### config.mk
export PLATFORM = sky130hd
export DESIGN_NAME = dic_ctrl
export DESIGN_NICKNAME = d
export VERILOG_FILES = /design/src/hw/dic_pkg.sv /design/src/hw/dic_ctrl.sv
export SDC_FILE = /design/constraint.sdc
export NUM_CORES = 1
export LEC_CHECK = 0
export BUFFER_PORTS_ARGS = -buffer_cell sky130_fd_sc_hd__buf_4
export CAP_MARGIN = 15
export CELL_PAD_IN_SITES_DETAIL_PLACEMENT = 0
export CELL_PAD_IN_SITES_GLOBAL_PLACEMENT = 1
export CORE_AREA = 2 2 247 249
export CTS_BUF_LIST = sky130_fd_sc_hd__clkbuf_8 sky130_fd_sc_hd__clkbuf_16
export DETAILED_ROUTE_END_ITERATION = 6
export DIE_AREA = 0 0 249 251
export HOLD_SLACK_MARGIN = 0.1
export PLACE_DENSITY = 0.7
export SLEW_MARGIN = 20
export SYNTH_ARGS = -nofsm -noshare
export SYNTH_HDL_FRONTEND = slang
export SYNTH_SLANG_ARGS = --single-unit
### constraint.sdc
create_clock -name ref_clk_i -period 134.5 [get_ports ref_clk_i]
set_input_delay 20.175 -clock ref_clk_i [delete_from_list [all_inputs] [get_ports ref_clk_i]]
set_output_delay 20.175 -clock ref_clk_i [all_outputs]
set_load 0.01 [all_outputs]
### src/hw/dic_pkg.sv
// shared constants and carrier types for the interrupt and analog control
package dic_pkg;
  localparam int unsigned CLK_HZ      = 25_000_000;
  // external register indices on the core's register port
  localparam logic [2:0]  REG_ICR     = 3'h4;
  localparam logic [2:0]  REG_DATA    = 3'h5;
  localparam logic [2:0]  REG_ACR     = 3'h6;
  // interrupt control fields
  localparam int unsigned ICR_HOST_F  = 15;
  localparam int unsigned ICR_CONV_F  = 14;
  localparam int unsigned ICR_TICK_F  = 13;
  localparam int unsigned ICR_MASK_HI = 12;
  localparam int unsigned ICR_MASK_LO = 10;
  localparam int unsigned ICR_RET     = 9;
  localparam int unsigned ICR_GIE     = 8;
  localparam int unsigned ICR_RT_HI   = 7;
  localparam int unsigned ICR_RT_LO   = 5;
  localparam int unsigned ICR_CLR_H   = 4;
  localparam int unsigned ICR_CLR_C   = 3;
  localparam int unsigned ICR_CLR_T   = 2;
  // analog control fields
  localparam int unsigned ACR_SRC     = 15;
  localparam int unsigned ACR_OR_HI   = 10;
  localparam int unsigned ACR_OR_LO   = 8;
  localparam int unsigned ACR_USER1   = 7;
  localparam int unsigned ACR_USER0   = 6;
  localparam int unsigned ACR_EN      = 5;
  localparam int unsigned ACR_DONE    = 4;
  localparam int unsigned ACR_TRIG    = 3;
  localparam int unsigned ACR_IR_HI   = 2;
  localparam int unsigned ACR_IR_LO   = 0;
  localparam logic [15:0] ACR_RST     = 16'h0008;
  localparam logic [15:0] ACR_WMASK   = 16'h87EF;
  // rate codes
  localparam logic [2:0]  OR_64K      = 3'h4;
  localparam logic [2:0]  OR_16K      = 3'h2;
  localparam logic [2:0]  OR_10K      = 3'h3;
  localparam logic [2:0]  OR_4K       = 3'h1;
  localparam logic [2:0]  IR_128K     = 3'h4;
  localparam logic [2:0]  IR_64K      = 3'h3;
  localparam logic [2:0]  IR_32K      = 3'h2;
  localparam logic [2:0]  IR_16K      = 3'h1;
  localparam logic [2:0]  IR_8K       = 3'h0;
  // sample rates in Hz and their periods in clock cycles
  localparam int unsigned RATE_128K   = 128_000;
  localparam int unsigned RATE_64K    = 64_000;
  localparam int unsigned RATE_32K    = 32_000;
  localparam int unsigned RATE_16K    = 16_000;
  localparam int unsigned RATE_10K    = 10_000;
  localparam int unsigned RATE_8K     = 8_000;
  localparam int unsigned RATE_4K     = 4_000;
  localparam int unsigned CYC_128K    = CLK_HZ / RATE_128K;
  localparam int unsigned CYC_64K     = CLK_HZ / RATE_64K;
  localparam int unsigned CYC_32K     = CLK_HZ / RATE_32K;
  localparam int unsigned CYC_16K     = CLK_HZ / RATE_16K;
  localparam int unsigned CYC_10K     = CLK_HZ / RATE_10K;
  localparam int unsigned CYC_8K      = CLK_HZ / RATE_8K;
  localparam int unsigned CYC_4K      = CLK_HZ / RATE_4K;
  // pulse-width generator geometry, return clear delay and interrupt line codes
  localparam int unsigned ACT_NUM     = 4;
  localparam int unsigned ACT_DEN     = 5;
  localparam int unsigned SLOTS       = 1024;
  localparam logic [9:0]  MASK_8BIT   = 10'h3FC;
  localparam int unsigned RET_DELAY   = 3;
  localparam logic [1:0]  LINE_LOW    = 2'h0;
  localparam logic [1:0]  LINE_MID    = 2'h1;
  localparam logic [1:0]  LINE_HIGH   = 2'h2;

  typedef struct packed {
    logic       start;
    logic [1:0] line;
  } dic_irq_t;

  typedef struct packed {
    logic [1:0] host;
    logic [1:0] conv;
    logic [1:0] tick;
    logic       ok;
  } dic_route_t;
endpackage

### src/hw/dic_ctrl.sv
// interrupt unit, shared data register, analog control, timers and pwm
`timescale 1ns/1ps
module dic_ctrl #(
  parameter int unsigned OUT_SLOW_CYC = dic_pkg::CYC_4K
) (
  input  wire logic        ref_clk_i,
  input  wire logic        nrst_i,
  input  wire logic [2:0]  ext_addr_i,
  input  wire logic        ext_wr_i,
  input  wire logic        ext_rd_i,
  input  wire logic [15:0] ext_wdata_i,
  output logic      [15:0] ext_rdata_o,
  input  wire logic        int_done_i,
  output dic_pkg::dic_irq_t int_o,
  input  wire logic        host_req_set_i,
  input  wire logic        host_ret_clear_i,
  input  wire logic        host_instr_i,
  output logic             host_request_flag_o,
  output logic             host_return_request_o,
  input  wire logic        external_tick_pin_i,
  input  wire logic        conv_valid_i,
  input  wire logic [7:0]  conv_sample_i,
  output logic             conv_enable_o,
  output logic             conv_trigger_o,
  output logic             user_out_zero_o,
  output logic             user_out_one_o,
  output logic             pwm_o
);

  function automatic dic_pkg::dic_route_t route_of(input logic [2:0] sel);
    dic_pkg::dic_route_t r;
    r = '{host: dic_pkg::LINE_HIGH, conv: dic_pkg::LINE_MID,
          tick: dic_pkg::LINE_LOW, ok: 1'b1};
    case (sel)
      3'h0: r = '{dic_pkg::LINE_HIGH, dic_pkg::LINE_MID,
                  dic_pkg::LINE_LOW, 1'b1};
      3'h1: r = '{dic_pkg::LINE_MID, dic_pkg::LINE_HIGH,
                  dic_pkg::LINE_LOW, 1'b1};
      3'h2: r = '{dic_pkg::LINE_HIGH, dic_pkg::LINE_LOW,
                  dic_pkg::LINE_MID, 1'b1};
      3'h3: r = '{dic_pkg::LINE_MID, dic_pkg::LINE_LOW,
                  dic_pkg::LINE_HIGH, 1'b1};
      3'h4: r = '{dic_pkg::LINE_LOW, dic_pkg::LINE_HIGH,
                  dic_pkg::LINE_MID, 1'b1};
      3'h5: r = '{dic_pkg::LINE_LOW, dic_pkg::LINE_MID,
                  dic_pkg::LINE_HIGH, 1'b1};
      default: r.ok = 1'b0;
    endcase
    return r;
  endfunction

  function automatic logic [12:0] out_period(input logic [2:0] sel);
    case (sel)
      dic_pkg::OR_64K: return 13'(dic_pkg::CYC_64K);
      dic_pkg::OR_16K: return 13'(dic_pkg::CYC_16K);
      dic_pkg::OR_10K: return 13'(dic_pkg::CYC_10K);
      dic_pkg::OR_4K:  return 13'(OUT_SLOW_CYC);
      default:         return 13'h0000;
    endcase
  endfunction

  function automatic logic [12:0] in_period(input logic [2:0] sel);
    case (sel)
      dic_pkg::IR_128K: return 13'(dic_pkg::CYC_128K);
      dic_pkg::IR_64K:  return 13'(dic_pkg::CYC_64K);
      dic_pkg::IR_32K:  return 13'(dic_pkg::CYC_32K);
      dic_pkg::IR_16K:  return 13'(dic_pkg::CYC_16K);
      dic_pkg::IR_8K:   return 13'(dic_pkg::CYC_8K);
      default:          return 13'h0000;
    endcase
  endfunction

  typedef enum logic {SV_IDLE, SV_BUSY} dic_sv_t;

  logic [2:0]  flag_q;
  logic [2:0]  flag_d;
  logic [2:0]  mask_q;
  logic        gie_q;
  logic [2:0]  route_q;
  logic [15:0] acr_q;
  logic        done_q;
  logic [7:0]  sample_q;
  logic [9:0]  pwm_wr_q;
  logic [9:0]  pwm_cur_q;
  logic [12:0] in_cnt_q;
  logic [12:0] out_cnt_q;
  logic        pin_q;
  logic        ret_arm_q;
  logic [1:0]  ret_cnt_q;
  dic_sv_t     sv_q;

  // register port decode
  wire         wr_icr  = ext_wr_i && (ext_addr_i == dic_pkg::REG_ICR);
  wire         wr_data = ext_wr_i && (ext_addr_i == dic_pkg::REG_DATA);
  wire         wr_acr  = ext_wr_i && (ext_addr_i == dic_pkg::REG_ACR);
  wire         rd_data = ext_rd_i && (ext_addr_i == dic_pkg::REG_DATA);

  // analog control fields
  wire         tick_src = acr_q[dic_pkg::ACR_SRC];
  wire [2:0]   or_sel   = acr_q[dic_pkg::ACR_OR_HI:dic_pkg::ACR_OR_LO];
  wire [2:0]   ir_sel   = acr_q[dic_pkg::ACR_IR_HI:dic_pkg::ACR_IR_LO];
  wire         conv_en  = acr_q[dic_pkg::ACR_EN];
  wire         trig_bit = acr_q[dic_pkg::ACR_TRIG];
  wire [15:0]  acr_new  = (acr_q & ~dic_pkg::ACR_WMASK)
                        | (ext_wdata_i & dic_pkg::ACR_WMASK);

  // timers; a reserved rate code gives a zero period and stops the ticks
  wire [12:0]  in_per   = in_period(ir_sel);
  wire [12:0]  out_per  = out_period(or_sel);
  wire         in_tick  = (in_per != 13'h0000)
                        && (in_cnt_q >= in_per - 13'h0001);
  wire         out_tick = (out_per != 13'h0000)
                        && (out_cnt_q >= out_per - 13'h0001);
  wire         pin_rise = external_tick_pin_i && !pin_q;
  wire         tick_evt = tick_src ? pin_rise : out_tick;

  // conversion start: immediate on write, otherwise paced by the input timer
  wire         trig_wr  = wr_acr && ext_wdata_i[dic_pkg::ACR_TRIG]
                        && ext_wdata_i[dic_pkg::ACR_EN];
  wire         trig_tmr = conv_en && !trig_bit && in_tick;

  // flag clears and sets; set wins over a clear in the same cycle
  wire [2:0]   clr_req  = wr_icr ? {ext_wdata_i[dic_pkg::ICR_CLR_H],
                                    ext_wdata_i[dic_pkg::ICR_CLR_C],
                                    ext_wdata_i[dic_pkg::ICR_CLR_T]}
                                 : 3'h0;
  wire [2:0]   set_req  = {host_req_set_i,
                           conv_valid_i && conv_en,
                           tick_evt};
  assign flag_d = (flag_q & ~clr_req) | set_req;

  // routing of sources onto lines, then masking and priority
  dic_pkg::dic_route_t rt;
  assign rt = route_of(route_q);
  wire [2:0]   line_req = rt.ok ? ((3'(flag_q[2]) << rt.host)
                                 | (3'(flag_q[1]) << rt.conv)
                                 | (3'(flag_q[0]) << rt.tick))
                                : 3'h0;
  wire [2:0]   pend     = line_req & mask_q;
  wire         can_take = (sv_q == SV_IDLE) && gie_q && (|pend);
  wire [1:0]   pick     = pend[2] ? dic_pkg::LINE_HIGH
                        : pend[1] ? dic_pkg::LINE_MID
                        : dic_pkg::LINE_LOW;

  // register read mux; unstored and reserved bits read zero
  wire [15:0]  icr_rd   = {flag_q, mask_q, 1'b0, gie_q, route_q,
                           5'h00};
  wire [15:0]  data_rd  = {6'h00, sample_q, 2'h0};
  wire [15:0]  acr_rd   = (acr_q & dic_pkg::ACR_WMASK)
                        | (16'(done_q) << dic_pkg::ACR_DONE);
  wire [15:0]  rd_mux   = (ext_addr_i == dic_pkg::REG_ICR)  ? icr_rd
                        : (ext_addr_i == dic_pkg::REG_DATA) ? data_rd
                        : (ext_addr_i == dic_pkg::REG_ACR)  ? acr_rd
                        : 16'h0000;

  // pulse-width generator: phase is the output timer count
  wire         full_act = (or_sel == dic_pkg::OR_10K);
  wire [15:0]  act_len  = full_act ? 16'(out_per)
                        : 16'((32'(out_per) * dic_pkg::ACT_NUM)
                              / dic_pkg::ACT_DEN);
  wire         in_act   = 16'(out_cnt_q) < act_len;
  // one divide per cycle maps phase to slot; costly but exact at any rate
  wire [22:0]  ph_scl   = 23'(out_cnt_q) * 23'(dic_pkg::SLOTS);
  wire [22:0]  slot_w   = (act_len == 16'h0000) ? 23'h000000
                        : ph_scl / 23'(act_len);
  wire [4:0]   grp      = slot_w[9:5];
  wire [4:0]   pos      = slot_w[4:0];
  wire [4:0]   hi_val   = pwm_cur_q[9:5];
  wire [4:0]   lo_val   = pwm_cur_q[4:0];
  wire         slot_on  = (pos == 5'h00) ? (grp < lo_val)
                        : ((pos - 5'h01) < hi_val);
  wire [9:0]   pwm_ld   = (or_sel == dic_pkg::OR_64K)
                        ? (pwm_wr_q & dic_pkg::MASK_8BIT)
                        : pwm_wr_q;

  always_ff @(posedge ref_clk_i or negedge nrst_i) begin
    if (!nrst_i) begin
      flag_q  <= 3'h0;
      mask_q  <= 3'h0;
      gie_q   <= 1'b0;
      route_q <= 3'h0;
    end else begin
      flag_q <= flag_d;
      if (wr_icr) begin
        mask_q  <= ext_wdata_i[dic_pkg::ICR_MASK_HI:dic_pkg::ICR_MASK_LO];
        gie_q   <= ext_wdata_i[dic_pkg::ICR_GIE];
        route_q <= ext_wdata_i[dic_pkg::ICR_RT_HI:dic_pkg::ICR_RT_LO];
      end
    end
  end

  // service state: one routine at a time, ended by the core's return
  always_ff @(posedge ref_clk_i or negedge nrst_i) begin
    if (!nrst_i) begin
      sv_q  <= SV_IDLE;
      int_o <= '0;
    end else begin
      int_o.start <= can_take;
      if (can_take) begin
        int_o.line <= pick;
      end
      case (sv_q)
        SV_IDLE: if (can_take) sv_q <= SV_BUSY;
        SV_BUSY: if (int_done_i) sv_q <= SV_IDLE;
        default: sv_q <= SV_IDLE;
      endcase
    end
  end

  always_ff @(posedge ref_clk_i or negedge nrst_i) begin
    if (!nrst_i) begin
      acr_q    <= dic_pkg::ACR_RST;
      done_q   <= 1'b0;
      sample_q <= 8'h00;
      pwm_wr_q <= 10'h000;
    end else begin
      if (wr_acr) begin
        acr_q <= acr_new;
      end
      if (conv_valid_i && conv_en) begin
        sample_q <= conv_sample_i;
        done_q   <= 1'b1;
      end else if (rd_data) begin
        done_q <= 1'b0;
      end
      if (wr_data) begin
        pwm_wr_q <= ext_wdata_i[9:0];
      end
    end
  end

  // free-running dividers; a shortened period wraps at once
  always_ff @(posedge ref_clk_i or negedge nrst_i) begin
    if (!nrst_i) begin
      in_cnt_q  <= 13'h0000;
      out_cnt_q <= 13'h0000;
      pin_q     <= 1'b0;
    end else begin
      in_cnt_q  <= in_tick ? 13'h0000 : in_cnt_q + 13'h0001;
      out_cnt_q <= out_tick ? 13'h0000 : out_cnt_q + 13'h0001;
      pin_q     <= external_tick_pin_i;
    end
  end

  // host return request, with delayed clear counted in host instructions
  always_ff @(posedge ref_clk_i or negedge nrst_i) begin
    if (!nrst_i) begin
      host_return_request_o <= 1'b0;
      ret_arm_q             <= 1'b0;
      ret_cnt_q             <= 2'h0;
    end else begin
      if (wr_icr) begin
        host_return_request_o <= ext_wdata_i[dic_pkg::ICR_RET];
        ret_arm_q             <= 1'b0;
      end else if (host_ret_clear_i) begin
        ret_arm_q <= 1'b1;
        ret_cnt_q <= 2'h0;
      end else if (ret_arm_q && host_instr_i) begin
        if (ret_cnt_q == 2'(dic_pkg::RET_DELAY - 1)) begin
          host_return_request_o <= 1'b0;
          ret_arm_q             <= 1'b0;
        end
        ret_cnt_q <= ret_cnt_q + 2'h1;
      end
    end
  end

  // registered outputs
  always_ff @(posedge ref_clk_i or negedge nrst_i) begin
    if (!nrst_i) begin
      ext_rdata_o         <= 16'h0000;
      host_request_flag_o <= 1'b0;
      conv_enable_o       <= 1'b0;
      conv_trigger_o      <= 1'b0;
      user_out_zero_o     <= 1'b0;
      user_out_one_o      <= 1'b0;
      pwm_o               <= 1'b0;
      pwm_cur_q           <= 10'h000;
    end else begin
      ext_rdata_o         <= ext_rd_i ? rd_mux : 16'h0000;
      host_request_flag_o <= flag_d[2];
      conv_enable_o       <= wr_acr ? acr_new[dic_pkg::ACR_EN] : conv_en;
      conv_trigger_o      <= trig_wr || trig_tmr;
      user_out_zero_o     <= wr_acr ? acr_new[dic_pkg::ACR_USER0]
                                    : acr_q[dic_pkg::ACR_USER0];
      user_out_one_o      <= wr_acr ? acr_new[dic_pkg::ACR_USER1]
                                    : acr_q[dic_pkg::ACR_USER1];
      // new data only at a period boundary so no period mixes two values
      if (out_tick) begin
        pwm_cur_q <= pwm_ld;
      end
      pwm_o <= in_act && slot_on;
    end
  end

endmodule // dic_ctrl

==> results by stage <==
Outcome:
- The run finished, with violations left.
- The final reports fail on DRC.

Worst setup path:
- STA classifies the critical path endpoint as a flip-flop.
- The capture instance of the worst register-to-register path is pwm_o.
- The largest individual stage delay along the critical path comes from the cell dfrtp_1.
- STA classifies the critical path startpoint as a flip-flop.
- In this run the worst setup path begins at acr_q[8].
- On the critical path the largest part of the delay comes from compound AO/OA/AOI/OAI gates.
- The origin of the critical flop-to-flop path is acr_q[8].
- Setup slack on the worst reg-to-reg path comes out at 51400 ps.
- By instance count, the cell type seen most on the critical path is o21a_1.
- Data arrives at the worst endpoint at 83320 ps.
- The number of buffers and inverters on the critical path is 19.
- The destination of the critical timing path is pwm_o.
- In this design, the stage delay of the slowest critical-path cell is 810 ps.
- For the worst setup path, the data required time is 134730 ps.
- The critical path crosses 385 cells after its start point.
- The logic depth of the worst register-to-register path is 385.
- The worst setup path is of the flip-flop to flip-flop kind.
- The maximum fanout encountered on the critical timing path is 33.

Final layout:
- The post-route netlist has 9.95% of its cells at a drive strength greater than 1.
- The number of antenna diodes in the final layout is 0.
- At the end of the flow, the number of nets in the layout was 3552.
- The area growth from synthesis to layout is 6.56%.

Placed design:
- The final RePlAce weighted congestion is 0.895.
- The wire-length estimate of the detail-placed layout is 62200 um.
- The number of port buffers is 60.

Global route:
- The number of global-route vias before repair was 24000.
- The pin count of the biggest net entering global routing is 69.
- The first-pass GRT wire length is 127000 um.
- The total overflow left after global routing is 0.
- The overall global routing resource usage is 24.4%.
- The number of antenna violations at the first check in global routing was 0.

Logic synthesis:
- The combinational family with the most area after synthesis is compound AO/OA/AOI/OAI gates.
- The total standard cell area after synthesis is 0.0237 mm^2.
- The synthesized area divided by synthesized cell count is 7.31 um^2.
- The post-synthesis adder-cell area fraction is 15.1%.
- The net count after synthesis is 3561.
- The Yosys step of the flow raised 0 warnings.
- The number of different library cells used by synthesis comes to 133.
- The synthesized netlist devotes 32.0% of its cell area to compound gates.
- After technology mapping, the gate count stands at 3239.
- In this run, synthesis produced a sequential element count of 106.
- Of the total synthesized cell area, the portion taken by XOR and XNOR cells is 5.76%.
- The share of the yosys chip area belonging to registers is 11.2%.
- Of all flip-flops after synthesis, the portion carrying an async set or reset was 100%.
- Summing the areas of all and, or, nand and nor instances in the mapped netlist gives 26.1% of the synthesized area.
- Yosys mapped a number of flops with a built-in enable equal to 0.
- In the synthesized netlist, mux cells make up 5.79% of the area.
- The most common flop cell mapped by yosys is dfrtp_1.

Routing:
- For this run, design rule violations remaining after detail routing come to 2.
- The average routed wire per standard cell is 19.7 um.
- The wire length on met2 is 36600 um.
- The routed length on met3 is 3550 um.
- The number of vias after detailed routing is 24800.
- For this block, the routed nets add up to 79200 um of wire.
- The routed metal-1 wirelength is 37800 um.
- In this run, the number of DRC markers left after iteration 0 of detailed routing was 1890.
- For this run, the detailed router's first-pass iteration total came to 7.
- The average vias per placed instance is 6.17.
- The highest metal layer carrying signal wires in the routed design is met4.
- The count of nets left with antenna violations after detail routing is 0.

Timing:
- For the final routed database, the setup TNS stands at 0 ps.
- The final hold slack is 470 ps.
- Of the available clock period, the critical path in the final layout requires 61.8%.
- Counting I/O delays and the setup requirement, the final critical path takes 83100 ps.
- Setup repair after global routing left no endpoint under its margin.
- The max-slew violation total from the final report is 0.
- Measured against its own limit, the worst slew margin works out to 28.3%.
- The final clock skew is 7.64 ps.
- The final hold violation count is 0.
- The measured slew at the worst slew-check pin is 1070 ps.
- The final setup violation count is 0.
- The maximum achievable frequency is 0.0120 GHz.

Floorplan:
- The core area is 0.0598 mm^2.
- The floorplan step defined a die boundary enclosing 0.0625 mm^2.
- The die outline width is 249 um.
- The die height is 251 um.
- In this run the core area contains 90 standard-cell rows.
- The starting utilization of the core area is 39.6%.
- In this run the count of I/O pins placed on the die edge is 63.

CTS:
- The number of buffers inserted by hold repair at cts is 0.
- In this run the deepest clock path goes through 2 buffers.
- Clock-pin slew was measured on the worst setup and hold paths at 70 ps.
- The H-tree depth reported by CTS is 3.
- The clock network latency to the later pin of the worst-skew pair is 350 ps.
- The number of clock buffers inserted by TritonCTS is 9.
- The clock tree from TritonCTS is yes.
- The number of instances resized during post-cts repair is 0.
- The number of setup buffers added after CTS is 0.
- The total clock sinks is 106.
- The tree is rooted in a clkbuf_16.

Flow run:
- Across the run, the number of max-cap violations was 0.

Hold path:
- The path class of the lowest-slack min-delay path is flip-flop to flip-flop.
==> worst register-to-register path: cells and delay by family, from the launching register on <==
| family | cells | cell delay (ps) |
|---|---|---|
| AO/OA/AOI/OAI | 210 | 43100 |
| AND/OR/NAND/NOR | 118 | 23230 |
| adder cells (fa/ha/maj) | 29 | 9220 |
| buffers and inverters | 19 | 3580 |
| multiplexers | 7 | 2720 |
| flip-flops | 1 | 810 |
| XOR/XNOR | 2 | 350 |
==> state kept, by name, summed over array words and instances (netlist names), 2 cells and up <==
signal and flops:
pwm_cur_q 10, ret_cnt_q 2, mask_q 3, out_cnt_q 13
flag_q 3, int_o 3, acr_q 11, in_cnt_q 13
ext_rdata_o 16, route_q 3, sample_q 8, pwm_wr_q 10
==> cells by family after synthesis <==
| group | count (synthesis) |
|---|---|
| AOI/OAI and AO/OA | 1106 |
| and+or+nand+nor | 1231 |
| buffers and inverters | 233 |
| muxes | 125 |
| adders and majority gates | 285 |
| DFF | 106 |
| xor gates and xnor gates | 153 |
==> how the worst min path moves through the flow <==
stage,end,slack (ps),cells past startpoint,from
global route,flag_q[0],490,1,pin_q
detailed placement,flag_q[0],470,1,pin_q
floorplan,flag_q[0],440,1,pin_q
global placement,flag_q[0],450,1,pin_q
CTS,flag_q[0],480,1,pin_q
finish,flag_q[0],470,1,pin_q
==> layout by cell type (no fill, tap or decap), types with 32 or more instances in the layout <==
cell type / count
xnor2_1: 95
a211oi_1: 33
ha_1: 284
nand3_1: 81
a31oi_1: 40
and3_1: 39
and2_1: 47
nor3_1: 134
o21a_1: 99
xor2_1: 55
nand4_1: 44
nand2_1: 294
inv_1: 105
a21o_1: 90
dfrtp_1: 105
nand2b_1: 72
mux2_2: 86
nor2b_1: 67
nor2_1: 288
o31ai_1: 65
o21ai_0: 225
mux2i_1: 36
o211ai_1: 32
a21oi_1: 234
buf_4: 98
==> cell usage after synthesis, types with 8 or more instances <==
master / instances / share of area [%]
nand4_1: 44 / 1.2
and2_1: 47 / 1.2
mux2_2: 86 / 4.1
nand2_1: 294 / 4.7
a22o_1: 8 / 0.30
and3_1: 39 / 1.0
o21bai_1: 23 / 0.73
a311oi_1: 9 / 0.33
or4_1: 11 / 0.35
o21ai_1: 16 / 0.34
a221oi_1: 10 / 0.37
a22oi_1: 11 / 0.35
o41ai_1: 8 / 0.30
o211ai_1: 32 / 1.0
nor3_1: 135 / 2.9
xor2_1: 55 / 2.0
a31oi_1: 40 / 1.1
or2_2: 25 / 0.66
a21boi_0: 8 / 0.25
dfrtp_1: 105 / 11
nor2b_1: 67 / 1.8
o21ai_0: 226 / 4.8
o31ai_1: 65 / 2.1
a211oi_1: 33 / 1.0
buf_1: 9 / 0.14
o211a_1: 8 / 0.34
a211o_1: 20 / 0.74
xnor2_1: 95 / 3.5
nor2_1: 290 / 4.6
a21o_1: 90 / 2.9
nand3_1: 81 / 1.7
a21oi_1: 235 / 5.0
clkbuf_1: 79 / 1.3
o22ai_1: 15 / 0.40
nor4_1: 30 / 0.79
ha_1: 284 / 15
o21a_1: 99 / 3.1
buf_2: 24 / 0.51
o2111ai_1: 10 / 0.37
nand2b_1: 72 / 1.9
inv_1: 105 / 1.7
mux2i_1: 36 / 1.5
or3_1: 26 / 0.69
==> final cells by class <==
cell class                      instances  area [um^2]
Clock inverter                          7         71.3
Timing Repair Buffer                   98          736
Multi-Input combinational cell       2900        20100
Tap cell                              782          978
Inverter                              115          435
Clock buffer                            9          225
Fill cell                            6156        34600
Sequential cell                       106         2650
==> layer usage <==
metal / global-route usage [%] / vias up
li1: - / 12200
met1: 34.1 / 11900
met2: 41.7 / 659
met3: 1.60 / 87
met4: 4.66 / 0
met5: 0 / -
==> through the flow <==
step,worst slack (ps),area [um^2],utilization [%],instances
finish,51400,25200,42.2,4017
global route,44200,25200,42.2,4017
CTS,52290,25200,42.2,4017
detailed placement,52750,24900,41.7,4001
global placement,53780,24900,41.7,4001
floorplan,62630,23700,-,3239
Power is left out: the tool's default activity adds up to more than one toggle a clock period on the data nets, which glitch-free logic cannot reach.
